`config.mk`:
```
export PLATFORM = sky130hd
export DESIGN_NAME = phy_interrupt_status_regs
export DESIGN_NICKNAME = d
export VERILOG_FILES = /design/src/phy_mgmt_pkg.sv /design/src/phy_interrupt_status_regs.sv
export SDC_FILE = /design/constraint.sdc
export NUM_CORES = 1
export LEC_CHECK = 0
export BUFFER_PORTS_ARGS = -buffer_cell sky130_fd_sc_hd__buf_2
export CAP_MARGIN = 10
export CORE_AREA = 3 3 92 111
export DETAILED_ROUTE_END_ITERATION = 16
export DIE_AREA = 0 0 95 114
export GPL_ROUTABILITY_DRIVEN = 0
export HOLD_SLACK_MARGIN = 0.03
export PLACE_DENSITY = 0.74
export SLEW_MARGIN = 25
export SYNTH_ARGS = -nofsm -noshare
export SYNTH_HDL_FRONTEND = slang
export SYNTH_SLANG_ARGS = --single-unit
```
`constraint.sdc`:
```
create_clock -name ref_clk -period 2.3 [get_ports ref_clk]
set_input_delay 0.345 -clock ref_clk [delete_from_list [all_inputs] [get_ports ref_clk]]
set_output_delay 0.345 -clock ref_clk [all_outputs]
set_load 0.02 [all_outputs]
```
`src/phy_mgmt_pkg.sv`:
```
package phy_mgmt_pkg;

   // ------------------------------------------------------------------
   // Clock and timing
   // ------------------------------------------------------------------
   localparam int unsigned CLK_FREQ_HZ        = 25_000_000;
   localparam int unsigned ENERGY_TIMEOUT_MS  = 256;
   localparam int unsigned ENERGY_TIMEOUT_CYC = ENERGY_TIMEOUT_MS * (CLK_FREQ_HZ / 1000);

   // ------------------------------------------------------------------
   // Register indices on the management interface
   // ------------------------------------------------------------------
   localparam logic [4:0] REG_FLAGS_IDX  = 5'h1D;
   localparam logic [4:0] REG_MASK_IDX   = 5'h1E;
   localparam logic [4:0] REG_STATUS_IDX = 5'h1F;

   // ------------------------------------------------------------------
   // Field layout
   // ------------------------------------------------------------------
   localparam int FLAG_ENERGY    = 7;
   localparam int FLAG_NEG_DONE  = 6;
   localparam int FLAG_RFAULT    = 5;
   localparam int FLAG_LINK_DOWN = 4;
   localparam int FLAG_ACK       = 3;
   localparam int FLAG_PDFAULT   = 2;
   localparam int FLAG_PAGE      = 1;
   localparam int FLAG_MSB       = 7;
   localparam int STAT_DONE_BIT  = 12;
   localparam int STAT_RSV_MSB   = 11;
   localparam int STAT_RSV_LSB   = 5;
   localparam int STAT_SPD_MSB   = 4;
   localparam int STAT_SPD_LSB   = 2;

   localparam logic [7:0] FLAG_VALID_MASK = 8'hFE;
   localparam logic [6:0] STAT_RSV_RESET  = 7'h02;
   localparam logic [4:0] MGMT_ID_DEFAULT = 5'h01;

   // ------------------------------------------------------------------
   // Management frame fields
   // ------------------------------------------------------------------
   localparam logic [5:0] PREAMBLE_BITS = 6'h20;
   localparam logic [1:0] OP_READ       = 2'h2;
   localparam logic [1:0] OP_WRITE      = 2'h1;
   localparam logic [3:0] HDR_LAST      = 4'hC;
   localparam logic [4:0] DATA_LAST     = 5'h10;

   typedef enum logic [1:0] {ST_IDLE, ST_HDR, ST_TA, ST_DATA} mgmt_state_t;

   // Line and negotiation conditions from the PHY core, same clock.
   typedef struct packed {
      logic       line_energy_valid;
      logic       negotiation_complete;
      logic       remote_fault;
      logic       link_up;
      logic       partner_ack;
      logic       parallel_detect_fault;
      logic       page_received;
      logic [2:0] resolved_speed_duplex;
   } phy_events_t;

endpackage

```
`src/phy_interrupt_status_regs.sv`:
```
`timescale 1ns/1ns

module phy_interrupt_status_regs
#(
   parameter int unsigned ENERGY_TIMEOUT_CYCLES = phy_mgmt_pkg::ENERGY_TIMEOUT_CYC
)
(
   input  wire logic                      ref_clk,
   input  wire logic                      reset,
   input  wire logic                      mdc,
   input  wire logic                      mdio_in,
   output logic                           mdio_out,
   output logic                           mdio_oe,
   input  wire phy_mgmt_pkg::phy_events_t phy_events,
   input  wire logic [4:0]                station_id_cfg,
   input  wire logic                      station_id_load,
   output logic                           line_energy_present,
   output logic                           irq
);
   import phy_mgmt_pkg::*;

   localparam int ECW = $clog2(ENERGY_TIMEOUT_CYCLES + 1);
   localparam logic [ECW-1:0] ENERGY_LAST = ECW'(ENERGY_TIMEOUT_CYCLES - 1);

   // -------------------------------------------------------------------
   // Pin synchronisers
   // -------------------------------------------------------------------
   // Three stages per pin; a level counts only once stages two and three agree.
   logic [2:0] mdc_sync_r, mdc_sync_nxt;
   logic [2:0] mdio_sync_r, mdio_sync_nxt;
   logic       mdc_level_r, mdc_level_nxt;
   logic       mdio_level_r, mdio_level_nxt;
   logic       mdc_rise;

   always_comb
   begin
      mdc_sync_nxt   = {mdc_sync_r[1:0], mdc};
      mdio_sync_nxt  = {mdio_sync_r[1:0], mdio_in};
      mdc_level_nxt  = (mdc_sync_r[1] == mdc_sync_r[2]) ? mdc_sync_r[2] : mdc_level_r;
      mdio_level_nxt = (mdio_sync_r[1] == mdio_sync_r[2]) ? mdio_sync_r[2] : mdio_level_r;
   end

   always_ff @(posedge ref_clk)
   begin
      if (reset)
      begin
         mdc_sync_r   <= 3'h0;
         mdio_sync_r  <= 3'h0;
         mdc_level_r  <= 1'b0;
         mdio_level_r <= 1'b0;
      end
      else
      begin
         mdc_sync_r   <= mdc_sync_nxt;
         mdio_sync_r  <= mdio_sync_nxt;
         mdc_level_r  <= mdc_level_nxt;
         mdio_level_r <= mdio_level_nxt;
      end
   end

   // Management clock edge as seen inside this domain.
   assign mdc_rise = mdc_level_nxt & ~mdc_level_r;

   // -------------------------------------------------------------------
   // Energy presence timer
   // -------------------------------------------------------------------
   logic [ECW-1:0] energy_idle_r, energy_idle_nxt;
   logic           energy_present_r, energy_present_nxt;
   logic           energy_rise;

   always_comb
   begin
      energy_idle_nxt    = energy_idle_r;
      energy_present_nxt = energy_present_r;
      if (phy_events.line_energy_valid)
      begin
         energy_idle_nxt    = '0;
         energy_present_nxt = 1'b1;
      end
      else if (energy_idle_r == ENERGY_LAST)
      begin
         energy_present_nxt = 1'b0;
      end
      else
      begin
         energy_idle_nxt = energy_idle_r + ECW'(1);
      end
   end

   // Presence starts high after reset, as if energy had just been seen.
   always_ff @(posedge ref_clk)
   begin
      if (reset)
      begin
         energy_idle_r    <= '0;
         energy_present_r <= 1'b1;
      end
      else
      begin
         energy_idle_r    <= energy_idle_nxt;
         energy_present_r <= energy_present_nxt;
      end
   end

   assign line_energy_present = energy_present_r;
   assign energy_rise         = energy_present_nxt & ~energy_present_r;

   // -------------------------------------------------------------------
   // Register read decode
   // -------------------------------------------------------------------
   function automatic logic [15:0] read_word(input logic [4:0]  idx,
                                             input logic [7:0]  flags,
                                             input logic [7:0]  mask,
                                             input logic        done,
                                             input logic [6:0]  rsv,
                                             input logic [2:0]  spd);
      logic [15:0] w;
      w = 16'h0000;
      unique case (idx)
         REG_FLAGS_IDX:  w[FLAG_MSB:0] = flags;
         REG_MASK_IDX:   w[FLAG_MSB:0] = mask;
         REG_STATUS_IDX:
         begin
            w[STAT_DONE_BIT]             = done;
            w[STAT_RSV_MSB:STAT_RSV_LSB] = rsv;
            w[STAT_SPD_MSB:STAT_SPD_LSB] = spd;
         end
         default:        w = 16'h0000;
      endcase
      return w;
   endfunction

   // -------------------------------------------------------------------
   // Frame engine and registers
   // -------------------------------------------------------------------
   mgmt_state_t state_r, state_nxt;
   logic [5:0]  ones_r, ones_nxt;
   logic [3:0]  hdr_cnt_r, hdr_cnt_nxt;
   logic [11:0] hdr_r, hdr_nxt;
   logic [4:0]  data_cnt_r, data_cnt_nxt;
   logic [15:0] shift_r, shift_nxt;
   logic        is_read_r, is_read_nxt;
   logic [4:0]  reg_idx_r, reg_idx_nxt;
   logic        out_r, out_nxt;
   logic        oe_r, oe_nxt;
   logic [4:0]  station_id_r, station_id_nxt;
   logic [7:0]  flags_r, flags_nxt;
   logic [7:0]  mask_r, mask_nxt;
   logic [6:0]  stat_rsv_r, stat_rsv_nxt;
   logic        done_r, done_nxt;
   logic [2:0]  speed_r, speed_nxt;
   logic        irq_r, irq_nxt;
   logic [7:0]  cond;
   logic [12:0] hdr_full;
   logic [15:0] wr_word;
   logic        flag_clr;

   // Live event conditions, one per flag position.
   always_comb
   begin
      cond                 = 8'h00;
      cond[FLAG_ENERGY]    = energy_rise;
      cond[FLAG_NEG_DONE]  = phy_events.negotiation_complete;
      cond[FLAG_RFAULT]    = phy_events.remote_fault;
      cond[FLAG_LINK_DOWN] = ~phy_events.link_up;
      cond[FLAG_ACK]       = phy_events.partner_ack;
      cond[FLAG_PDFAULT]   = phy_events.parallel_detect_fault;
      cond[FLAG_PAGE]      = phy_events.page_received;
   end

   assign hdr_full = {hdr_r, mdio_level_r};
   assign wr_word  = {shift_r[14:0], mdio_level_r};

   always_comb
   begin
      state_nxt      = state_r;
      ones_nxt       = ones_r;
      hdr_cnt_nxt    = hdr_cnt_r;
      hdr_nxt        = hdr_r;
      data_cnt_nxt   = data_cnt_r;
      shift_nxt      = shift_r;
      is_read_nxt    = is_read_r;
      reg_idx_nxt    = reg_idx_r;
      out_nxt        = out_r;
      oe_nxt         = oe_r;
      mask_nxt       = mask_r;
      stat_rsv_nxt   = stat_rsv_r;
      flag_clr       = 1'b0;
      station_id_nxt = station_id_load ? station_id_cfg : station_id_r;
      done_nxt       = phy_events.negotiation_complete;
      speed_nxt      = phy_events.resolved_speed_duplex;
      if (mdc_rise)
      begin
         unique case (state_r)
            ST_IDLE:
            begin
               if (mdio_level_r)
                  ones_nxt = (ones_r == PREAMBLE_BITS) ? ones_r : ones_r + 6'h01;
               else
               begin
                  ones_nxt = 6'h00;
                  if (ones_r == PREAMBLE_BITS)
                  begin
                     state_nxt   = ST_HDR;
                     hdr_cnt_nxt = 4'h0;
                  end
               end
            end
            ST_HDR:
            begin
               hdr_nxt     = hdr_full[11:0];
               hdr_cnt_nxt = hdr_cnt_r + 4'h1;
               if (hdr_cnt_r == HDR_LAST)
               begin
                  state_nxt   = ST_IDLE;
                  is_read_nxt = (hdr_full[11:10] == OP_READ);
                  reg_idx_nxt = hdr_full[4:0];
                  if (hdr_full[12] && hdr_full[9:5] == station_id_r &&
                      (hdr_full[11:10] == OP_READ || hdr_full[11:10] == OP_WRITE))
                  begin
                     state_nxt = ST_TA;
                     shift_nxt = read_word(hdr_full[4:0], flags_r, mask_r, done_r,
                                           stat_rsv_r, speed_r);
                     flag_clr  = (hdr_full[11:10] == OP_READ) &&
                                 (hdr_full[4:0] == REG_FLAGS_IDX);
                  end
               end
            end
            ST_TA:
            begin
               // First turnaround bit is floated by the controller; answer the second.
               oe_nxt       = is_read_r;
               out_nxt      = 1'b0;
               data_cnt_nxt = 5'h00;
               state_nxt    = ST_DATA;
            end
            ST_DATA:
            begin
               data_cnt_nxt = data_cnt_r + 5'h01;
               if (is_read_r)
               begin
                  out_nxt   = shift_r[15];
                  shift_nxt = {shift_r[14:0], 1'b0};
                  if (data_cnt_r == DATA_LAST)
                  begin
                     oe_nxt    = 1'b0;
                     out_nxt   = 1'b0;
                     state_nxt = ST_IDLE;
                  end
               end
               else if (data_cnt_r == DATA_LAST)
               begin
                  state_nxt = ST_IDLE;
                  if (reg_idx_r == REG_MASK_IDX)
                     mask_nxt = wr_word[FLAG_MSB:0];
                  if (reg_idx_r == REG_STATUS_IDX)
                     stat_rsv_nxt = wr_word[STAT_RSV_MSB:STAT_RSV_LSB];
               end
               else if (data_cnt_r != 5'h00)
                  shift_nxt = wr_word;
            end
         endcase
      end
      // latch high, reserved bits stay 0
      flags_nxt = ((flag_clr ? 8'h00 : flags_r) | cond) & FLAG_VALID_MASK;
      irq_nxt   = |(flags_nxt & mask_nxt);
   end

   // Sync reset lets the link-down flag take the live link state.
   always_ff @(posedge ref_clk)
   begin
      if (reset)
      begin
         state_r      <= ST_IDLE;
         ones_r       <= 6'h00;
         hdr_cnt_r    <= 4'h0;
         hdr_r        <= 12'h000;
         data_cnt_r   <= 5'h00;
         shift_r      <= 16'h0000;
         is_read_r    <= 1'b0;
         reg_idx_r    <= 5'h00;
         out_r        <= 1'b0;
         oe_r         <= 1'b0;
         station_id_r <= MGMT_ID_DEFAULT;
         flags_r      <= cond & (8'h01 << FLAG_LINK_DOWN);
         mask_r       <= 8'h00;
         stat_rsv_r   <= STAT_RSV_RESET;
         done_r       <= 1'b0;
         speed_r      <= 3'h0;
         irq_r        <= 1'b0;
      end
      else
      begin
         state_r      <= state_nxt;
         ones_r       <= ones_nxt;
         hdr_cnt_r    <= hdr_cnt_nxt;
         hdr_r        <= hdr_nxt;
         data_cnt_r   <= data_cnt_nxt;
         shift_r      <= shift_nxt;
         is_read_r    <= is_read_nxt;
         reg_idx_r    <= reg_idx_nxt;
         out_r        <= out_nxt;
         oe_r         <= oe_nxt;
         station_id_r <= station_id_nxt;
         flags_r      <= flags_nxt;
         mask_r       <= mask_nxt;
         stat_rsv_r   <= stat_rsv_nxt;
         done_r       <= done_nxt;
         speed_r      <= speed_nxt;
         irq_r        <= irq_nxt;
      end
   end

   assign mdio_out = out_r;
   assign mdio_oe  = oe_r;
   assign irq      = irq_r;

   // -------------------------------------------------------------------
   // Checks
   // -------------------------------------------------------------------
   a_flag_held: assert property (@(posedge ref_clk) disable iff (reset)
      !flag_clr |=> ((flags_r & $past(flags_r)) == $past(flags_r)))
      else $error("Latched flag dropped without a read.");

   a_flag_sets: assert property (@(posedge ref_clk) disable iff (reset)
      (cond != 8'h00) |=> ((flags_r & $past(cond) & FLAG_VALID_MASK)
                           == ($past(cond) & FLAG_VALID_MASK)))
      else $error("Event condition did not set its flag.");

   a_read_clears: assert property (@(posedge ref_clk) disable iff (reset)
      flag_clr |=> (flags_r == ($past(cond) & FLAG_VALID_MASK)))
      else $error("Flag read did not clear ended conditions.");

   a_flag_reserved: assert property (@(posedge ref_clk) disable iff (reset)
      (flags_r & ~FLAG_VALID_MASK) == 8'h00)
      else $error("Reserved flag bit set.");

   a_mask_reset: assert property (@(posedge ref_clk)
      reset |=> (mask_r == 8'h00 && stat_rsv_r == STAT_RSV_RESET && !irq))
      else $error("Mask or reserved status field wrong after reset.");

   a_irq_follows: assert property (@(posedge ref_clk) disable iff (reset)
      irq == |(flags_r & mask_r))
      else $error("Interrupt output disagrees with enabled flags.");

   a_energy_drop: assert property (@(posedge ref_clk) disable iff (reset)
      (energy_idle_r == ENERGY_LAST && !phy_events.line_energy_valid)
      |=> !line_energy_present ##1 (line_energy_present == $past(phy_events.line_energy_valid, 1)
                                    || line_energy_present))
      else $error("Energy presence did not fall at timeout.");

   a_energy_seen: assert property (@(posedge ref_clk) disable iff (reset)
      phy_events.line_energy_valid |=> line_energy_present && energy_idle_r == '0)
      else $error("Energy presence not restored.");

   a_oe_on_read: assert property (@(posedge ref_clk) disable iff (reset)
      mdio_oe |-> (is_read_r && (state_r == ST_DATA)))
      else $error("Data pin driven outside a read answer.");

   a_status_done: assert property (@(posedge ref_clk) disable iff (reset)
      ##1 (done_r == $past(phy_events.negotiation_complete)))
      else $error("Done indication does not follow negotiation state.");

endmodule

```
Word level (Yosys, flattened, before mapping)
Index checks and enable logic that the tools add are counted.

storage, ports and cells
  bits in writable memories = 0
  memories = 0
  logic and storage cells = 124
  bits in read-only memories = 0
  latch bits = 0
  input port bits = 20
  output and inout port bits = 4
  flip-flop bits (word level) = 118

cells by class
  bitwise gates (word level) = 8
  divide/modulo/power cells = 0
  shift-type cells = 0
  equal/unequal tests = 26
  reductions and logical operators = 21
  multiply operators = 0
  $add $sub $neg = 4
  multiplexer cells = 41
  magnitude comparators = 0

operator list
  cell                     count
  $mux W16                 5
  $mux W8                  6
  $pmux W16 S2             1
  $eq A5 B5 Y1 const B     6
  $add A23 B1 Y23 const B  1
  $eq A23 B23 Y1 const B   1
  $pmux W6 S3              1
  $ne A2 B2 Y1 const B     7
  $mux W6                  2
  $mux W1                  11
  $mux W2                  5
  $mux W5                  2
  $pmux W5 S2              1
  $reduce_and A5 Y1        2
  $reduce_and A3 Y1        3
  $and A8 B8 Y8            1
  $mux W4                  2
  $or A8 B8 Y8             1
  $pmux W2 S4              1
  $pmux W4 S2              1
  $reduce_and A4 Y1        2
  $reduce_or A8 Y1         1
  $add A6 B1 Y6 const B    1
  $eq A2 B2 Y1 const B     3
  20 further kinds         33

Logic depth before layout (Yosys ltp)
  depth after elaboration = 11
  depth in mapped cells = 9
  gate-level depth less buffers = 8

Least setup slack after synthesis
No wires, ideal clock.

  path kind = register to register
  start = reg hdr_cnt_r[0]
  end = reg irq_r (netlist: irq)
  slack = 0.121 ns
  cell stages (with the launch flop) = 10
  library setup time = 0.138 ns
  data arrival time = 2.041 ns
  data required time = 2.162 ns
  path through = dfxtp_1 > inv_1 > ha_1 > nand3_1 > or4_4 > buf_6 > nor4_4 > a211oi_1 > nor4_1 > a41oi_1

between the ends
  word-level cells in the longest chain between the ends = 8

RTL lines
  what                    line                              source
  from (decl)             phy_interrupt_status_regs.sv:138  logic [3:0] hdr_cnt_r, hdr_cnt_nxt;
  from (signal assigned)  phy_interrupt_status_regs.sv:296  hdr_cnt_r <= hdr_cnt_nxt;
  $eq A4 B4 Y1            phy_interrupt_status_regs.sv:213  if (hdr_cnt_r == HDR_LAST)
  $mux W1                 phy_interrupt_status_regs.sv:213
  $mux W1                 phy_interrupt_status_regs.sv:194  unique case (state_r)
  $mux W1                 phy_interrupt_status_regs.sv:192  if (mdc_rise)
  $mux W8                 phy_interrupt_status_regs.sv:265  flags_nxt = ((flag_clr ? 8'h00 : flags_r) | cond) & FLAG_VALID_MASK;
  $or A8 B8 Y8            phy_interrupt_status_regs.sv:265
  $and A8 B8 Y8           phy_interrupt_status_regs.sv:266  irq_nxt = |(flags_nxt & mask_nxt);
  $reduce_or A8 Y1        phy_interrupt_status_regs.sv:266
  to (signal assigned)    phy_interrupt_status_regs.sv:310  irq_r <= irq_nxt;
  to (decl)               phy_interrupt_status_regs.sv:152  logic irq_r, irq_nxt;

No other way between the ends.
A chain may end at the register's enable or synchronous reset.

Worst setup path in the final report
  start = reg mdc_level_r
  end = reg irq_r (netlist: irq)

between the ends
  word-level cells in the longest chain between the ends = 7
  elaborated cells on any way between the ends = 9
  classes of those cells = 4 x mux; 4 x bitwise; 1 x reduce/logical

RTL lines
  what                                          line                                                              source
  from (decl)                                   phy_interrupt_status_regs.sv:31                                   logic mdc_level_r, mdc_level_nxt;
  from (signal assigned)                        phy_interrupt_status_regs.sv:56                                   mdc_level_r <= mdc_level_nxt;
  $mux W1 / $not A1 Y1 (equally long branches)  phy_interrupt_status_regs.sv:39, phy_interrupt_status_regs.sv:62
  $and A1 B1 Y1 *                               phy_interrupt_status_regs.sv:62                                   assign mdc_rise = mdc_level_nxt & ~mdc_level_r;
  $mux W1                                       phy_interrupt_status_regs.sv:192
  $mux W8                                       phy_interrupt_status_regs.sv:265
  $or A8 B8 Y8                                  phy_interrupt_status_regs.sv:265
  $and A8 B8 Y8 *                               phy_interrupt_status_regs.sv:266
  $reduce_or A8 Y1 *                            phy_interrupt_status_regs.sv:266

Mark *: on every way between the ends. The rest lies on a longest branch, timed or not.

==> flow_summary.yaml <==
status:
  status: "finished, final reports clean"
clock_network:
  h-tree-depth: 4
  cts.sinks: 117
  cts_tree: "yes"
  clk_latency_ns: 0.51
  cts_root_buf: "clkbuf_8"
  numCtsBuffers: 17
  cts.path.max_buffers: 2
  clkTransAtPathRegs_ns: 0.05
grt:
  grt_pass1_wl_microns: 18400
  grt_max_degree: 64
  grt-ovfl-total: 0
  grt_antenna_before_repair: 0
  track_usage_pct: 21.6
  grt_pass1_vias: 4090
sta:
  hold_ws_ns: 0.0438
  min_period_ns: 2.15
  relSlewSlack_pct: 56.5
  fmax_mhz: 466
  fin_ws_ns: 0.154
  post-route-period-util_pct: 93.3
  drv_slew: 0
  skew_ns: 0.00517
  worst_pin_slew_ns: 0.652
  finalSetupViolCount: 0
  rsz0062_at_grt: "no"
  hold_violations: 0
worst_setup_path:
  end_kind: "register"
  worstPathRequired_ns: 2.68
  path_cells: "nand3b_1, or4_4, mux2i_2, a211oi_1, nor4_1, a41oi_1"
  crit_type: "register to register"
  worstPathArrival_ns: 2.53
  cp_num_buf_inv: 0
  cp_slowest_stage_delay_ns: 0.67
  setup.worst_path.start_class: "register"
  crit_fanout: 7
  cpMaxStageDelayCell: "or4_4"
  path_delay_family: "simple AND/OR/NAND/NOR gates"
logic_synthesis:
  synth-simple-area-share_pct: 23.5
  synth_area_leaders: "dfxtp_1 47%, nor2_1 7.5%, mux2i_1 5.4%, nand2_1 4.1%, a21oi_1 3.6%"
  synth_top_family_by_area: "simple AND/OR/NAND/NOR gates"
  synth-seq-cells: 117
  syn_area_per_cell_sq_um: 8.74
  synth-compound-area-share_pct: 12.3
  synth_area_sq_mm: 0.00503
  synth_warnings: 0
  synth-edff-count: 0
  synth_ff_type: "dfxtp_1"
  yosys.area_share.xor_xnor_pct: 5.39
  synth_common_cells: "117 x dfxtp_1, 100 x nor2_1, 55 x nand2_1"
  synth.area.mux_share_pct: 6.71
  ys_seq_area_share_pct: 46.5
  synthCells: 576
  post-synth-top-count-cell: "dfxtp_1"
  ys_types: 46
  yosysTopAreaCell: "dfxtp_1"
  yosys.area_share.adder_pct: 1.99
  synth_top_area_share_pct: 46.5
  synthesis.nets: 604
  synthArstFlopShare_pct: 0
power_and_ir_drop:
  power.leakage_nw: 2.32
  power_frac_seq_pct: 43.5
  comb_power_share_pct: 2.1
  peakVddDrop_v: 0.000638
  internal_power_w: 0.00382
  power.total_w: 0.00475
  powerDensity_mw_per_mm2: 795
  switchingPower_w: 0.000934
  p_sw_share_pct: 19.7
  p_clk_share_pct: 54.4
drt:
  route.vias.total: 4137
  drtIter0Drc: 229
  wl_per_cell_microns: 14.6
  ant_nets: 0
  wirelength_microns: 10800
  dr.pass1.iters: 5
  drc: 0
  vias_per_cell: 5.57
floorplanning:
  core_area_sq_mm: 0.00918
  rows: 38
  die_w_microns: 95
  start_util_pct: 54.9
  die_h_microns: 114
  die_area_sq_mm: 0.0108
  io_pins: 24
placement:
  post-dp-hpwl_microns: 7240
  place_area_sq_mm: 0.00535
  dp_worst_setup_slack_ns: -0.0254
  dp_cells: 708
  io_buffers: 23
cells_and_area:
  multiInputGateArea_sq_mm: 0.00252
  final_layout_size_suffix_gt1_share_pct: 14.0
  nets: 637
  fillers: 751
  seq_area_sq_mm: 0.00234
  instances_no_fill: 743
  area_growth_pct: 18.7
  finalInstanceArea_sq_mm: 0.00598
min_path:
  hold_path.class: "primary input to register"
job:
  cap_violations: 0
-- layer usage --
layer  routed length, microns  up-vias  share of wire, %  global-route usage (%)
met1                     4760     1934                44                    26.1
met4                      231        0               2.1                    9.53
met2                     5310      105                49                    35.7
met3                      511       28               4.7                    5.94
met5                        0        -                 0                       0
li1                         -     2070                 -                       -
-- power groups by stage --
stage	registers, W	logic, W	clock network, W
global placement	0.00211	0.0000960	0
floorplan	0.00210	0.0000630	0
CTS	0.00207	0.000101	0.00262
global route	0.00207	0.000113	0.00271
finish	0.00207	0.000101	0.00259
detailed placement	0.00211	0.0000975	0
-- final timing paths --
path                         end      startpoint  depth (start not counted)  slack (ns)
setup / recovery             irq     mdc_level_r                          6        0.15
hold / removal     mdc_sync_r[0]             mdc                          2        0.04
setup reg to reg             irq     mdc_level_r                          6        0.15
hold reg to reg   mdio_sync_r[1]  mdio_sync_r[0]                          1        0.44
-- area by class of cell --
type,instances,area share (%)
clock buffer,23,7.81
multi-input combinational,414,42.2
antenna,1,0.0419
sequential,117,39.2
clock inverter,9,2.09
inverter,13,0.817
timing repair buffer,46,5.32
tap,120,2.51
-- cell usage in the layout, fill, tap and decap left out, types with 12 or more instances in the layout --
cell type,synthesis,final
mux2i_1,27,25
a21oi_1,36,36
a22oi_1,13,13
nor2b_1,12,12
nor2_1,100,100
buf_4,1,19
nand2_1,55,55
nand4_1,16,16
xor2_1,20,20
buf_2,0,23
inv_1,12,12
dfxtp_1,117,117
nand3_1,16,16
clkbuf_16,0,16
a211oi_1,19,19
-- per-stage QoR --
stage	TNS [ns]	utilization, %
after floorplan	0	-
after CTS	0	65.0
after global placement	0	58.3
final	0	65.1
after global routing	0	65.1
after detailed placement	-0.0254	58.3
-- flip-flops by register name (all words and copies together) (netlist names), 6 cells and up, named ones only --
register and flops:
flags_r 7, shift_r 16, mask_r 8, stat_rsv_r 7, ones_r 6, hdr_r 12, energy_idle_r 23
-- cells by family (layout without fill, tap and decap cells) --
kind of cell	count (synthesis)	after routing
simple gates	247	247
flops	117	117
compound gates	95	95
buf+inv	45	91
mux	33	33
xor+xnor	31	31
fa+ha+maj	8	8
other cells	0	1
-- repair_timing --
action	4_1_cts	5_1_grt
cloned	0	0
endpoints found under the hold margin	2	0
setup buffers	0	0
pin swaps	0	2
gates resized for setup	1	2
setup endpoints to repair	1	1
hold buffers	2	0
Power figures use the tool's default switching activity.
